[config.mk]
export PLATFORM = sky130hd
export DESIGN_NAME = pifb_top
export DESIGN_NICKNAME = d
export VERILOG_FILES = /design/src/common/pifb_pkg.sv /design/src/logic/pifb_top.sv /design/src/logic/pifb_flag_reg.sv /design/src/logic/pifb_holdoff.sv
export SDC_FILE = /design/constraint.sdc
export NUM_CORES = 1
export LEC_CHECK = 0
export BUFFER_PORTS_ARGS = -buffer_cell sky130_fd_sc_hd__buf_4
export CORE_UTILIZATION = 56
export DETAILED_ROUTE_END_ITERATION = 10
export GPL_TIMING_DRIVEN = 0
export PLACE_DENSITY = 0.83
export REMOVE_ABC_BUFFERS = 1
export SYNTH_ARGS = -nofsm -noshare
export SYNTH_HDL_FRONTEND = slang
export SYNTH_HIERARCHICAL = 1
export SYNTH_SLANG_ARGS = --single-unit
[constraint.sdc]
create_clock -name clk_sys -period 3.2 [get_ports clk_sys]
set_input_delay 0.16 -clock clk_sys [delete_from_list [all_inputs] [get_ports clk_sys]]
set_output_delay 0.16 -clock clk_sys [all_outputs]
set_load 0.05 [all_outputs]
[src/common/pifb_pkg.sv]
package pifb_pkg;

   // ----------------------------------------
   // register port
   // ----------------------------------------
   localparam int ADDR_W = 6;
   localparam int DATA_W = 8;

   localparam logic [ADDR_W-1:0] ADDR_SUMMARY    = 6'h03;
   localparam logic [ADDR_W-1:0] ADDR_OV_REQ     = 6'h04;
   localparam logic [ADDR_W-1:0] ADDR_UV_REQ     = 6'h05;
   localparam logic [ADDR_W-1:0] ADDR_MISC_REQ   = 6'h06;
   localparam logic [ADDR_W-1:0] ADDR_DIAG_REQ   = 6'h07;
   localparam logic [ADDR_W-1:0] ADDR_OV_CLEAR   = 6'h08;
   localparam logic [ADDR_W-1:0] ADDR_UV_CLEAR   = 6'h09;
   localparam logic [ADDR_W-1:0] ADDR_MISC_CLEAR = 6'h0a;
   localparam logic [ADDR_W-1:0] ADDR_DIAG_CLEAR = 6'h0b;

   // ----------------------------------------
   // field layout
   // ----------------------------------------
   localparam int SUM_GROUP_LSB      = 0;
   localparam int SUM_SELFCHECK_BIT  = 4;
   localparam int SUM_RESET_CAUSE_BIT = 5;
   localparam int UV_REG2_LOW_BIT    = 3;
   localparam int MISC_CW_TRIG_BIT   = 4;
   localparam int DIAG_TEST_BIT      = 7;
   localparam int DIAG_NOCLEAR_BIT   = 6;

   // bits that exist in each request register
   localparam logic [DATA_W-1:0] OV_VALID      = 8'h7f;
   localparam logic [DATA_W-1:0] UV_VALID      = 8'hff;
   localparam logic [DATA_W-1:0] MISC_VALID    = 8'h7f;
   localparam logic [DATA_W-1:0] DIAG_HW_VALID = 8'h7f;
   localparam logic [DATA_W-1:0] DIAG_VALID    = 8'hff;
   // clear positions that really clear in the diagnosis clear register
   localparam logic [DATA_W-1:0] DIAG_CLR_MASK = 8'hbf;

   localparam logic [DATA_W-1:0] ZERO_BYTE = 8'h00;
   localparam logic [DATA_W-1:0] RESET_VAL = 8'h00;

   // ----------------------------------------
   // timing
   // ----------------------------------------
   localparam int HOLDOFF_US      = 500;
   localparam int CLK_MHZ         = 125;
   localparam int HOLDOFF_CYCLES  = HOLDOFF_US * CLK_MHZ;
   localparam int HOLDOFF_MIN     = 2;

   typedef enum logic {
      PIFB_HOLD_IDLE = 1'b0,
      PIFB_HOLD_BUSY = 1'b1
   } pifb_hold_t;

endpackage

[src/logic/pifb_top.sv]
`timescale 1ns/1ps
module pifb_top
   import pifb_pkg::*;
#(
   parameter int HOLD_CYCLES = HOLDOFF_CYCLES
)
(
   input  wire logic              clk_sys,
   input  wire logic              rst,
   input  wire logic              ce,
   input  wire logic [ADDR_W-1:0] reg_addr,
   input  wire logic [DATA_W-1:0] reg_wdata,
   input  wire logic              reg_wr,
   input  wire logic              reg_rd,
   output logic      [DATA_W-1:0] reg_rdata,
   input  wire logic [DATA_W-1:0] ov_event,
   input  wire logic [DATA_W-1:0] uv_event,
   input  wire logic [DATA_W-1:0] misc_event,
   input  wire logic [DATA_W-1:0] diag_event,
   input  wire logic [DATA_W-1:0] ov_selfcheck_fail,
   input  wire logic [DATA_W-1:0] uv_selfcheck_fail,
   input  wire logic [DATA_W-1:0] misc_selfcheck_fail,
   input  wire logic [DATA_W-1:0] diag_selfcheck_fail,
   input  wire logic              system_reset_out_n,
   input  wire logic [DATA_W-1:0] ov_mask,
   input  wire logic [DATA_W-1:0] uv_mask,
   input  wire logic [DATA_W-1:0] misc_mask,
   input  wire logic [DATA_W-1:0] diag_mask,
   output logic                   irq_out_n
);

   // ----------------------------------------
   // decode
   // ----------------------------------------
   function automatic logic wr_hit(input logic [ADDR_W-1:0] a);
      wr_hit = reg_wr && (reg_addr == a);
   endfunction

   function automatic logic [DATA_W-1:0] clr_of(input logic [ADDR_W-1:0] a,
                                                input logic [DATA_W-1:0] m);
      clr_of = wr_hit(a) ? (reg_wdata & m) : ZERO_BYTE;
   endfunction

   logic [DATA_W-1:0] overvoltage_requests;
   logic [DATA_W-1:0] undervoltage_requests;
   logic [DATA_W-1:0] misc_requests;
   logic [DATA_W-1:0] diagnosis_requests;
   logic [DATA_W-1:0] overvoltage_clear;
   logic [DATA_W-1:0] undervoltage_clear;
   logic [DATA_W-1:0] misc_clear;
   logic [DATA_W-1:0] diagnosis_clear;
   logic [DATA_W-1:0] ov_set;
   logic [DATA_W-1:0] uv_set;
   logic [DATA_W-1:0] misc_set;
   logic [DATA_W-1:0] diag_set;
   logic [DATA_W-1:0] irq_group_summary;
   logic [3:0]        group_pending;
   logic              test_bit;
   logic              test_bit_clear;
   logic              selfcheck_fail_present;
   logic              reset_cause_present;
   logic              rst_out_seen_n;
   logic              any_selfcheck;
   logic              any_request;
   logic              any_clear;
   logic              unmasked_any;
   logic              hold_busy;

   assign overvoltage_clear   = clr_of(ADDR_OV_CLEAR, OV_VALID);
   assign undervoltage_clear  = clr_of(ADDR_UV_CLEAR, UV_VALID);
   assign misc_clear          = clr_of(ADDR_MISC_CLEAR, MISC_VALID);
   assign diagnosis_clear     = clr_of(ADDR_DIAG_CLEAR, DIAG_CLR_MASK);
   assign test_bit_clear      = diagnosis_clear[DIAG_TEST_BIT];
   assign any_clear           = |{overvoltage_clear, undervoltage_clear,
                                  misc_clear, diagnosis_clear};

   // ----------------------------------------
   // request sources
   // ----------------------------------------
   // self-check failures land in the block's own bit
   assign ov_set   = (ov_event | ov_selfcheck_fail) & OV_VALID;
   assign uv_set   = (uv_event | uv_selfcheck_fail) & UV_VALID;
   assign misc_set = (misc_event | misc_selfcheck_fail) & MISC_VALID;

   // test request rises only on a write of one to the test bit
   always_comb
   begin
      diag_set = (diag_event | diag_selfcheck_fail) & DIAG_HW_VALID;
      diag_set[DIAG_TEST_BIT] = wr_hit(ADDR_DIAG_REQ)
                                && reg_wdata[DIAG_TEST_BIT];
   end

   // unused bit positions must not raise the self-check flag on their own
   assign any_selfcheck = |{ov_selfcheck_fail & OV_VALID,
                            uv_selfcheck_fail & UV_VALID,
                            misc_selfcheck_fail & MISC_VALID,
                            diag_selfcheck_fail & DIAG_HW_VALID};

   // ----------------------------------------
   // request registers
   // ----------------------------------------
   // plain rst only; the system reset output never reaches these
   pifb_flag_reg #(
      .WIDTH    (DATA_W),
      .VALID    (OV_VALID)
   ) u_ov (
      .clk_sys  (clk_sys),
      .rst      (rst),
      .ce       (ce),
      .set_bits (ov_set),
      .clr_bits (overvoltage_clear),
      .q        (overvoltage_requests)
   );

   // reg2 low flag keeps its value across the reset it caused
   pifb_flag_reg #(
      .WIDTH    (DATA_W),
      .VALID    (UV_VALID)
   ) u_uv (
      .clk_sys  (clk_sys),
      .rst      (rst),
      .ce       (ce),
      .set_bits (uv_set),
      .clr_bits (undervoltage_clear),
      .q        (undervoltage_requests)
   );

   pifb_flag_reg #(
      .WIDTH    (DATA_W),
      .VALID    (MISC_VALID)
   ) u_misc (
      .clk_sys  (clk_sys),
      .rst      (rst),
      .ce       (ce),
      .set_bits (misc_set),
      .clr_bits (misc_clear),
      .q        (misc_requests)
   );

   pifb_flag_reg #(
      .WIDTH    (DATA_W),
      .VALID    (DIAG_VALID)
   ) u_diag (
      .clk_sys  (clk_sys),
      .rst      (rst),
      .ce       (ce),
      .set_bits (diag_set),
      .clr_bits (diagnosis_clear),
      .q        (diagnosis_requests)
   );

   // ----------------------------------------
   // software test bit
   // ----------------------------------------
   // readable copy; the request itself needs the clear write
   always_ff @(posedge clk_sys)
   begin
      if (rst)
         test_bit <= 1'b0;
      else if (ce && wr_hit(ADDR_DIAG_REQ))
         test_bit <= reg_wdata[DIAG_TEST_BIT];
   end

   // ----------------------------------------
   // summary
   // ----------------------------------------
   assign group_pending = {|diagnosis_requests, |misc_requests,
                           |undervoltage_requests,
                           |overvoltage_requests};
   assign any_request   = |group_pending;

   always_ff @(posedge clk_sys)
   begin
      if (rst)
         selfcheck_fail_present <= 1'b0;
      else if (ce)
         selfcheck_fail_present <= any_selfcheck
                                   || (selfcheck_fail_present
                                       && any_request);
   end

   // a falling reset output marks that a reset factor fired
   always_ff @(posedge clk_sys)
   begin
      if (rst)
         rst_out_seen_n <= 1'b1;
      else if (ce)
         rst_out_seen_n <= system_reset_out_n;
   end

   always_ff @(posedge clk_sys)
   begin
      if (rst)
         reset_cause_present <= 1'b0;
      else if (ce)
         reset_cause_present <= (rst_out_seen_n && !system_reset_out_n)
                                || (reset_cause_present
                                    && any_request);
   end

   always_comb
   begin
      irq_group_summary = ZERO_BYTE;
      irq_group_summary[SUM_GROUP_LSB +: 4]  = group_pending;
      irq_group_summary[SUM_SELFCHECK_BIT]   = selfcheck_fail_present;
      irq_group_summary[SUM_RESET_CAUSE_BIT] = reset_cause_present;
   end

   // ----------------------------------------
   // read port
   // ----------------------------------------
   // clear registers and holes read back as zero
   always_ff @(posedge clk_sys)
   begin
      if (rst)
      begin
         reg_rdata <= ZERO_BYTE;
      end
      else if (ce && reg_rd)
      begin
         unique case (reg_addr)
            ADDR_SUMMARY:  reg_rdata <= irq_group_summary;
            ADDR_OV_REQ:   reg_rdata <= overvoltage_requests;
            ADDR_UV_REQ:   reg_rdata <= undervoltage_requests;
            ADDR_MISC_REQ: reg_rdata <= misc_requests;
            ADDR_DIAG_REQ: reg_rdata <= {test_bit,
                                         diagnosis_requests[DIAG_TEST_BIT-1:0]};
            default:       reg_rdata <= ZERO_BYTE;
         endcase
      end
   end

   // ----------------------------------------
   // interrupt pin
   // ----------------------------------------
   pifb_holdoff #(
      .CYCLES   (HOLD_CYCLES)
   ) u_hold (
      .clk_sys  (clk_sys),
      .rst      (rst),
      .ce       (ce),
      .start    (any_clear),
      .busy     (hold_busy)
   );

   assign unmasked_any = |{overvoltage_requests & ~ov_mask,
                           undervoltage_requests & ~uv_mask,
                           misc_requests & ~misc_mask,
                           diagnosis_requests & ~diag_mask};

   // the clear cycle itself is gated too, so no glitch low
   always_ff @(posedge clk_sys)
   begin
      if (rst)
         irq_out_n <= 1'b1;
      else if (ce)
         irq_out_n <= !(unmasked_any && !hold_busy && !any_clear);
   end
endmodule

[src/logic/pifb_flag_reg.sv]
`timescale 1ns/1ps
module pifb_flag_reg
   import pifb_pkg::*;
#(
   parameter int                 WIDTH = DATA_W,
   parameter logic [WIDTH-1:0]   VALID = '1
)
(
   input  wire logic             clk_sys,
   input  wire logic             rst,
   input  wire logic             ce,
   input  wire logic [WIDTH-1:0] set_bits,
   input  wire logic [WIDTH-1:0] clr_bits,
   output logic      [WIDTH-1:0] q
);

   // ----------------------------------------
   // sticky flags
   // ----------------------------------------
   // a set in the clearing cycle survives the clear
   always_ff @(posedge clk_sys)
   begin
      if (rst)
      begin
         q <= '0;
      end
      else if (ce)
      begin
         q <= ((q & ~clr_bits) | set_bits) & VALID;
      end
   end

endmodule

[src/logic/pifb_holdoff.sv]
`timescale 1ns/1ps
module pifb_holdoff
   import pifb_pkg::*;
#(
   parameter int CYCLES = HOLDOFF_CYCLES
)
(
   input  wire logic clk_sys,
   input  wire logic rst,
   input  wire logic ce,
   input  wire logic start,
   output logic      busy
);

   localparam int CW = $clog2(CYCLES + 1);

   pifb_hold_t    state;
   logic [CW-1:0] count;

   if (CYCLES < HOLDOFF_MIN)
   begin : g_chk
      $error("hold-off too short");
   end

   // ----------------------------------------
   // hold-off timer
   // ----------------------------------------
   // a new clear restarts the full wait
   always_ff @(posedge clk_sys)
   begin
      if (rst)
      begin
         state <= PIFB_HOLD_IDLE;
         count <= '0;
      end
      else if (ce)
      begin
         if (start)
         begin
            state <= PIFB_HOLD_BUSY;
            count <= CW'(CYCLES - 1);
         end
         else
         begin
            unique case (state)
               PIFB_HOLD_IDLE:
                  count <= '0;
               PIFB_HOLD_BUSY:
               begin
                  if (count == '0)
                     state <= PIFB_HOLD_IDLE;
                  else
                     count <= count - 1'b1;
               end
            endcase
         end
      end
   end

   assign busy = (state == PIFB_HOLD_BUSY);

endmodule

==> flow_metrics.env, run 1 <==
export IMPL_status="finished, final reports clean"
export IMPL_clkPwrFrac_pct=33.3
export IMPL_routed_wirelength_um=11790
export IMPL_via_count=4084
export IMPL_power_density_nw_per_um2=391.4
export IMPL_post_drt_wl_per_cell_um=17.44
export IMPL_final_util_pct=72.52
export IMPL_syn_instance_count=486
export IMPL_timing_hold_violations_final=0
export IMPL_start_util_pct=57.70
export IMPL_diodes=0
export IMPL_fin_crit_ps=2816
export IMPL_power_leakage_nw=2.200
export IMPL_ir_drop_v=0.0002715
export IMPL_critPathCapture="u_hold/count[7]"
export IMPL_crit_chain="buf_4 -> or2_1 -> nor2_1 -> nand3_1 -> nor2_1 -> or3_1 -> o21ai_1 -> or4_2 -> a21oi_1"
export IMPL_grt_pass1_vias=3901
export IMPL_cts_resized=0
export IMPL_p_sw_uw=550.9
export IMPL_ys_types=66
export IMPL_critPathLaunchType="primary input"
export IMPL_fin_area_um2=4900
export IMPL_via_per_inst=6.041
export IMPL_cts_tree="built"
export IMPL_gr_total_overflow=0
export IMPL_synth_area_um2=3899
export IMPL_worstMarginPinSlew_ps=989.9
export IMPL_drv_cap=0
export IMPL_mostFrequentLayoutCells="buf_4, dfxtp_1, a21oi_1, nand2_1, inv_1"
export IMPL_root_buffer="clkbuf_8"
export IMPL_p_seq_share_pct=44.1
export IMPL_worst_slew_margin_rel_pct=33.57
export IMPL_worstHoldPathType="primary input to register"
export IMPL_clk_latency_ps=340
export IMPL_cts_max_path_buffers=2
export IMPL_core_um2=6756
export IMPL_io_pin_count=125
export IMPL_avgSynthCellArea_um2=8.022
export IMPL_dp_cells=662
export IMPL_slew_violations=0
export IMPL_netSwitchingFraction_pct=28.72
export IMPL_yosysWarnings=6
export IMPL_synth_edff_count=0
export IMPL_drive_gt1_share_pct=32.89
export IMPL_cp_slowest_cell="or4_2"
export IMPL_rsz0062_at_grt="false"
export IMPL_cts_sinks=60
export IMPL_num_rows=30
export IMPL_fp_dieArea_um2=7300
export IMPL_nFillCells=588
export IMPL_dieWidth_um=85.44
export IMPL_area_growth_pct=25.67
export IMPL_ys_ff_latch=60
export IMPL_tns_ps=0
export IMPL_numCtsBuffers=9
export IMPL_r2r_slack_ps=420
export IMPL_required_ps=3470
export IMPL_total_power_mw=1.918
export IMPL_ant_nets=0
export IMPL_rr_endpoint="u_hold/count[9]"
export IMPL_postCtsSetupBuffers=0
export IMPL_fin_crit_sh_pct=88.01
export IMPL_grt_usage_pct=33.11
export IMPL_cell_internal_pwr_mw=1.367
export IMPL_cp_max_fo=14
export IMPL_die_h_um=85.44
export IMPL_ys_seq_area_share_pct=30.81
export IMPL_holdPathStages=2
export IMPL_r2r_cells=5
export IMPL_place_area_um2=4728
export IMPL_grt_antenna_before_repair=0
export IMPL_setup_viol_count_final=0
export IMPL_cp_slowest_stage_delay_ps=740
export IMPL_holdBufCountCts=0
export IMPL_ys_flop_type="dfxtp_1"
export IMPL_grt_first_pass_wirelength_um=18810
export IMPL_pwr_share_comb_pct=22.6
export IMPL_drt_pass1_iter_count=5
export IMPL_grt_max_degree=84
export IMPL_synth_async_sr_flop_share_pct=0
export IMPL_end_kind="register"
export IMPL_hpwl_um=8781
export IMPL_cp_common_cell="nor2_1"
export IMPL_portBuffers=118
export IMPL_reg2reg_from="u_hold/count[2]"
export IMPL_gp_congestion=1.026
export IMPL_drc=0
export IMPL_cp_arrival_ps=3090
export IMPL_skew_ps=8.440
export IMPL_fin_nets=710
export IMPL_crit_type="primary input to register"
export IMPL_drt_iter0_drc=323
export IMPL_clk_pin_slew_ps=70
export IMPL_cts_htree_levels=3
export IMPL_fin_cells=676
export IMPL_fmax_mhz=355.1
export IMPL_final_common_cell="buf_4"
export IMPL_cp_startpoint="reg_addr[5]"
[cell usage after synthesis (all sizes together), types with 2 or more instances]
master | instances | area (um^2)
a2111oi | 2 | 17.52
a211oi | 5 | 37.54
a21bo | 30 | 300.3
a21boi | 4 | 30.03
a21oi | 47 | 242.7
a22oi | 3 | 22.52
a2bb2oi | 4 | 35.03
and2 | 30 | 187.7
and3 | 3 | 18.77
and4 | 2 | 17.52
buf | 17 | 137.6
clkbuf | 5 | 18.77
conb | 3 | 11.26
dfxtp | 60 | 1201
inv | 37 | 138.9
mux2i | 7 | 70.07
mux4 | 4 | 97.59
nand2 | 42 | 160.2
nand2b | 4 | 25.02
nand3 | 3 | 20.02
nor2 | 29 | 125.1
nor2b | 6 | 37.54
nor3 | 7 | 35.03
nor3b | 2 | 20.02
nor4 | 19 | 125.1
o211ai | 3 | 22.52
o21ai | 19 | 95.09
o22ai | 16 | 100.1
o311ai | 2 | 17.52
o31ai | 3 | 22.52
or2 | 33 | 209.0
or3 | 5 | 36.28
or4 | 12 | 100.1
xor2 | 3 | 26.28
[cell type report]
type                    count  area [um^2]  area share [%]
well taps                  80        100.1           2.043
repair buffers            118        885.9           18.08
inverters                  37        138.9           2.835
multi-input cells         367         2402           49.03
clock inverters             3        40.04          0.8172
clock buffers              11        131.4           2.681
flip-flops and latches     60         1201           24.51
[logic make-up after synthesis]
| group | Yosys count | share of synthesized area (%) |
|---|---|---|
| AND/OR/NAND/NOR | 202 | 29.85 |
| AO/OA/AOI/OAI | 147 | 26.19 |
| flip-flops | 60 | 30.81 |
| buffers and inverters | 59 | 7.574 |
| multiplexers | 11 | 4.300 |
| other | 3 | 0.2888 |
| XOR/XNOR | 3 | 0.6741 |
| adder cells (fa/ha/maj) | 1 | 0.3209 |
[critical path, delay by kind of cell]
kind | cells | cell delay (ps)
compound gates | 2 | 510
buf+inv | 1 | 110
simple gates | 6 | 2290
[how the worst min path moves through the flow]
| stage | slack (ps) | end | from |
|---|---|---|---|
| global placement | 360 | reset_cause_present | system_reset_out_n |
| floorplan | 220 | u_diag/q[3] | rst |
| CTS | 20 | reset_cause_present | system_reset_out_n |
| global route | 20 | reset_cause_present | system_reset_out_n |
| detailed placement | 370 | reset_cause_present | system_reset_out_n |
| finish | 20 | reset_cause_present | system_reset_out_n |
[registers in the layout, indices dropped and copies added, names as in the netlist]
register                cells
u_misc/q                    7
reg_rdata                   8
test_bit                    1
u_diag/q                    8
u_hold/count               16
selfcheck_fail_present      1
u_hold/busy                 1
reset_cause_present         1
u_uv/q                      8
u_ov/q                      7
irq_out_n                   1
rst_out_seen_n              1
[metrics by stage]
stage / hold WS, ps / setup WS [ps]
floorplan: 222.4 / 834.3
global placement: 355.9 / 158.1
detailed placement: 374.1 / 56.69
CTS: 22.64 / 416.7
global route: 18.58 / 205.6
finish: 24.74 / 383.6
[layer usage]
layer  share of wire (%)  global-route usage [%]  vias to the layer above  wire length [um]
met2                  48                   54.55                      212              5693
li1                    -                       -                     1942                 -
met1                  40                   41.80                     1902              4754
met3                 8.3                   6.809                       28               982
met5                   0                       0                        -                 0
met4                 3.1                   14.85                        0               360
[power by group through the flow]
stage / Combinational [mW] / Sequential (mW) / Clock [mW]
after floorplan: 0.211 / 0.856 / 0
after global placement: 0.415 / 0.857 / 0
after detailed placement: 0.426 / 0.859 / 0
after CTS: 0.430 / 0.842 / 0.645
after global routing: 0.471 / 0.849 / 0.679
final: 0.434 / 0.845 / 0.638
(Power assumes the default switching activity.)
==> run 2, diff against run 1 <==
--- a/config.mk
+++ b/config.mk
@@ -6,10 +6,10 @@
 export NUM_CORES = 1
 export LEC_CHECK = 0
 export BUFFER_PORTS_ARGS = -buffer_cell sky130_fd_sc_hd__buf_4
-export CORE_UTILIZATION = 56
+export CORE_UTILIZATION = 52
 export DETAILED_ROUTE_END_ITERATION = 10
 export GPL_TIMING_DRIVEN = 0
-export PLACE_DENSITY = 0.83
+export PLACE_DENSITY = 0.77
 export REMOVE_ABC_BUFFERS = 1
 export SYNTH_ARGS = -nofsm -noshare
 export SYNTH_HDL_FRONTEND = slang
==> constraint.sdc (replaced) <==
create_clock -name clk_sys -period 2.9 [get_ports clk_sys]
set_input_delay 0.145 -clock clk_sys [delete_from_list [all_inputs] [get_ports clk_sys]]
set_output_delay 0.145 -clock clk_sys [all_outputs]
set_load 0.05 [all_outputs]
==> run 2 against run 1 <==
Setup slack improved by 64 ps. Sequential power increased by 10%. Clock skew decreased by 1.5 ps. Largest cell class unchanged. Highest routed layer unchanged. Critical endpoint is now u_hold/count[1].
==> flow_metrics.env, run 2 (synthesis gave the netlist of run 1 again) <==
export IMPL_status="finished, final reports clean"
export IMPL_cell_internal_pwr_mw=1.631
export IMPL_regMostFlops="u_hold/count"
export IMPL_cts_htree_levels=3
export IMPL_fp_dieArea_um2=7848
export IMPL_drv_cap=0
export IMPL_setup_viol_count_final=0
export IMPL_dp_cells=681
export IMPL_core_um2=7253
export IMPL_numCtsBuffers=9
export IMPL_power_density_nw_per_um2=451.1
export IMPL_drive_gt1_share_pct=33.39
export IMPL_area_growth_pct=27.89
export IMPL_ir_drop_v=0.0002349
export IMPL_ant_nets=0
export IMPL_cp_arrival_ps=2700
export IMPL_diodes=0
export IMPL_total_power_mw=2.249
export IMPL_p_seq_share_pct=41.5
export IMPL_required_ps=3150
export IMPL_cts_max_path_buffers=2
export IMPL_routed_wirelength_um=11560
export IMPL_pwr_share_comb_pct=21.1
export IMPL_grt_pass1_vias=3924
export IMPL_worstMarginPinSlew_ps=806.3
export IMPL_fin_nets=711
export IMPL_worst_slew_margin_rel_pct=45.75
export IMPL_grt_antenna_before_repair=0
export IMPL_grt_max_degree=84
export IMPL_rsz0062_at_grt="false"
export IMPL_clkPwrFrac_pct=37.4
export IMPL_nFillCells=610
export IMPL_gp_congestion=0.9422
export IMPL_drc=0
export IMPL_grt_first_pass_wirelength_um=18750
export IMPL_root_buffer="clkbuf_8"
export IMPL_io_pin_count=125
export IMPL_timing_hold_violations_final=0
export IMPL_fin_area_um2=4986
export IMPL_crit_type="register to register"
export IMPL_worstHoldPathType="primary input to register"
export IMPL_slew_violations=0
export IMPL_fin_cells=698
export IMPL_portBuffers=118
export IMPL_start_util_pct=53.75
export IMPL_skew_ps=6.972
export IMPL_via_count=4087
export IMPL_hpwl_um=8710
export IMPL_tns_ps=0
export IMPL_fin_crit_sh_pct=84.55
export IMPL_critPathLaunchType="register"
export IMPL_num_rows=31
export IMPL_holdWs_ps=88.98
export IMPL_clk_pin_slew_ps=70
export IMPL_gr_total_overflow=0
export IMPL_drt_pass1_iter_count=5
export IMPL_fin_crit_ps=2452
export IMPL_cts_sinks=60
export IMPL_dieWidth_um=88.59
export IMPL_via_per_inst=5.855
export IMPL_end_kind="register"
export IMPL_final_common_cell="buf_4"
export IMPL_place_area_um2=4752
export IMPL_power_leakage_nw=2.222
export IMPL_clk_latency_ps=340
export IMPL_die_h_um=88.59
export IMPL_mostFrequentLayoutCells="buf_4, dfxtp_1, a21oi_1, nand2_1, inv_1"
export IMPL_largest_reg_flops=16
export IMPL_post_drt_wl_per_cell_um=16.56
export IMPL_fmax_mhz=407.8
export IMPL_grt_usage_pct=31.44
export IMPL_drt_iter0_drc=320
export IMPL_cts_tree="built"
export IMPL_cp_max_fo=14
export IMPL_netSwitchingFraction_pct=27.50
export IMPL_p_sw_uw=618.6
==> run 2: what timing repair did <==
| action | 4_1_cts | 5_1_grt |
|---|---|---|
| gates resized for setup | 0 | 2 |
| buffers inserted | 0 | 0 |
| endpoints found under the setup margin | 0 | 3 |
| hold endpoints to repair | 1 | 0 |
| hold buffers | 1 | 0 |
==> run 2: layout make-up <==
class	count	area, um^2	share of cell area, %
timing repair buffer	119	895.9	17.97
clock inverter	4	72.57	1.455
sequential	60	1201	24.09
tap	99	123.9	2.484
multi-input combinational	367	2409	48.31
inverter	37	138.9	2.785
clock buffer	12	145.1	2.911
==> run 2: final timing paths <==
kind,end,depth (start not counted),slack [ps],start
max,u_hold/count[1],5,450,u_hold/count[2]
min,test_bit,3,90,reg_wdata[7]
max reg2reg,u_hold/count[1],5,450,u_hold/count[2]
min reg2reg,reset_cause_present,2,470,rst_out_seen_n
==> run 2: per-stage QoR <==
| stage | setup WS [ps] | utilization, % |
|---|---|---|
| detailed placement | -255.9 | 65.52 |
| global placement | -172.2 | 65.52 |
| floorplan | 549.3 | - |
| CTS | 102.2 | 68.66 |
| global route | 222.5 | 68.74 |
| finish | 447.9 | 68.74 |
==> run 2: layer usage <==
| layer | part of all wire, % | track usage, % | routed length [um] | vias to the layer above |
|---|---|---|---|---|
| li1 | - | - | - | 1950 |
| met1 | 45 | 42.52 | 5150 | 1938 |
| met2 | 46 | 50.56 | 5334 | 174 |
| met3 | 7.0 | 4.757 | 806 | 25 |
| met4 | 2.3 | 12.17 | 269 | 0 |
| met5 | 0 | 0 | 0 | - |
==> run 2: power by group through the flow <==
stage,clock network [mW],logic [mW],registers (mW)
global placement,0,0.461,0.946
global route,0.883,0.518,0.938
detailed placement,0,0.468,0.948
CTS,0.855,0.471,0.930
floorplan,0,0.233,0.945
finish,0.841,0.475,0.933
==> run 2: worst max-delay path: stages, from the launching register on <==
cell       delay [ps]
dfxtp_1           360
or4_1             670
nand4bb_1         430
o21ai_2           540
nor3_1            100
a211oi_1          240
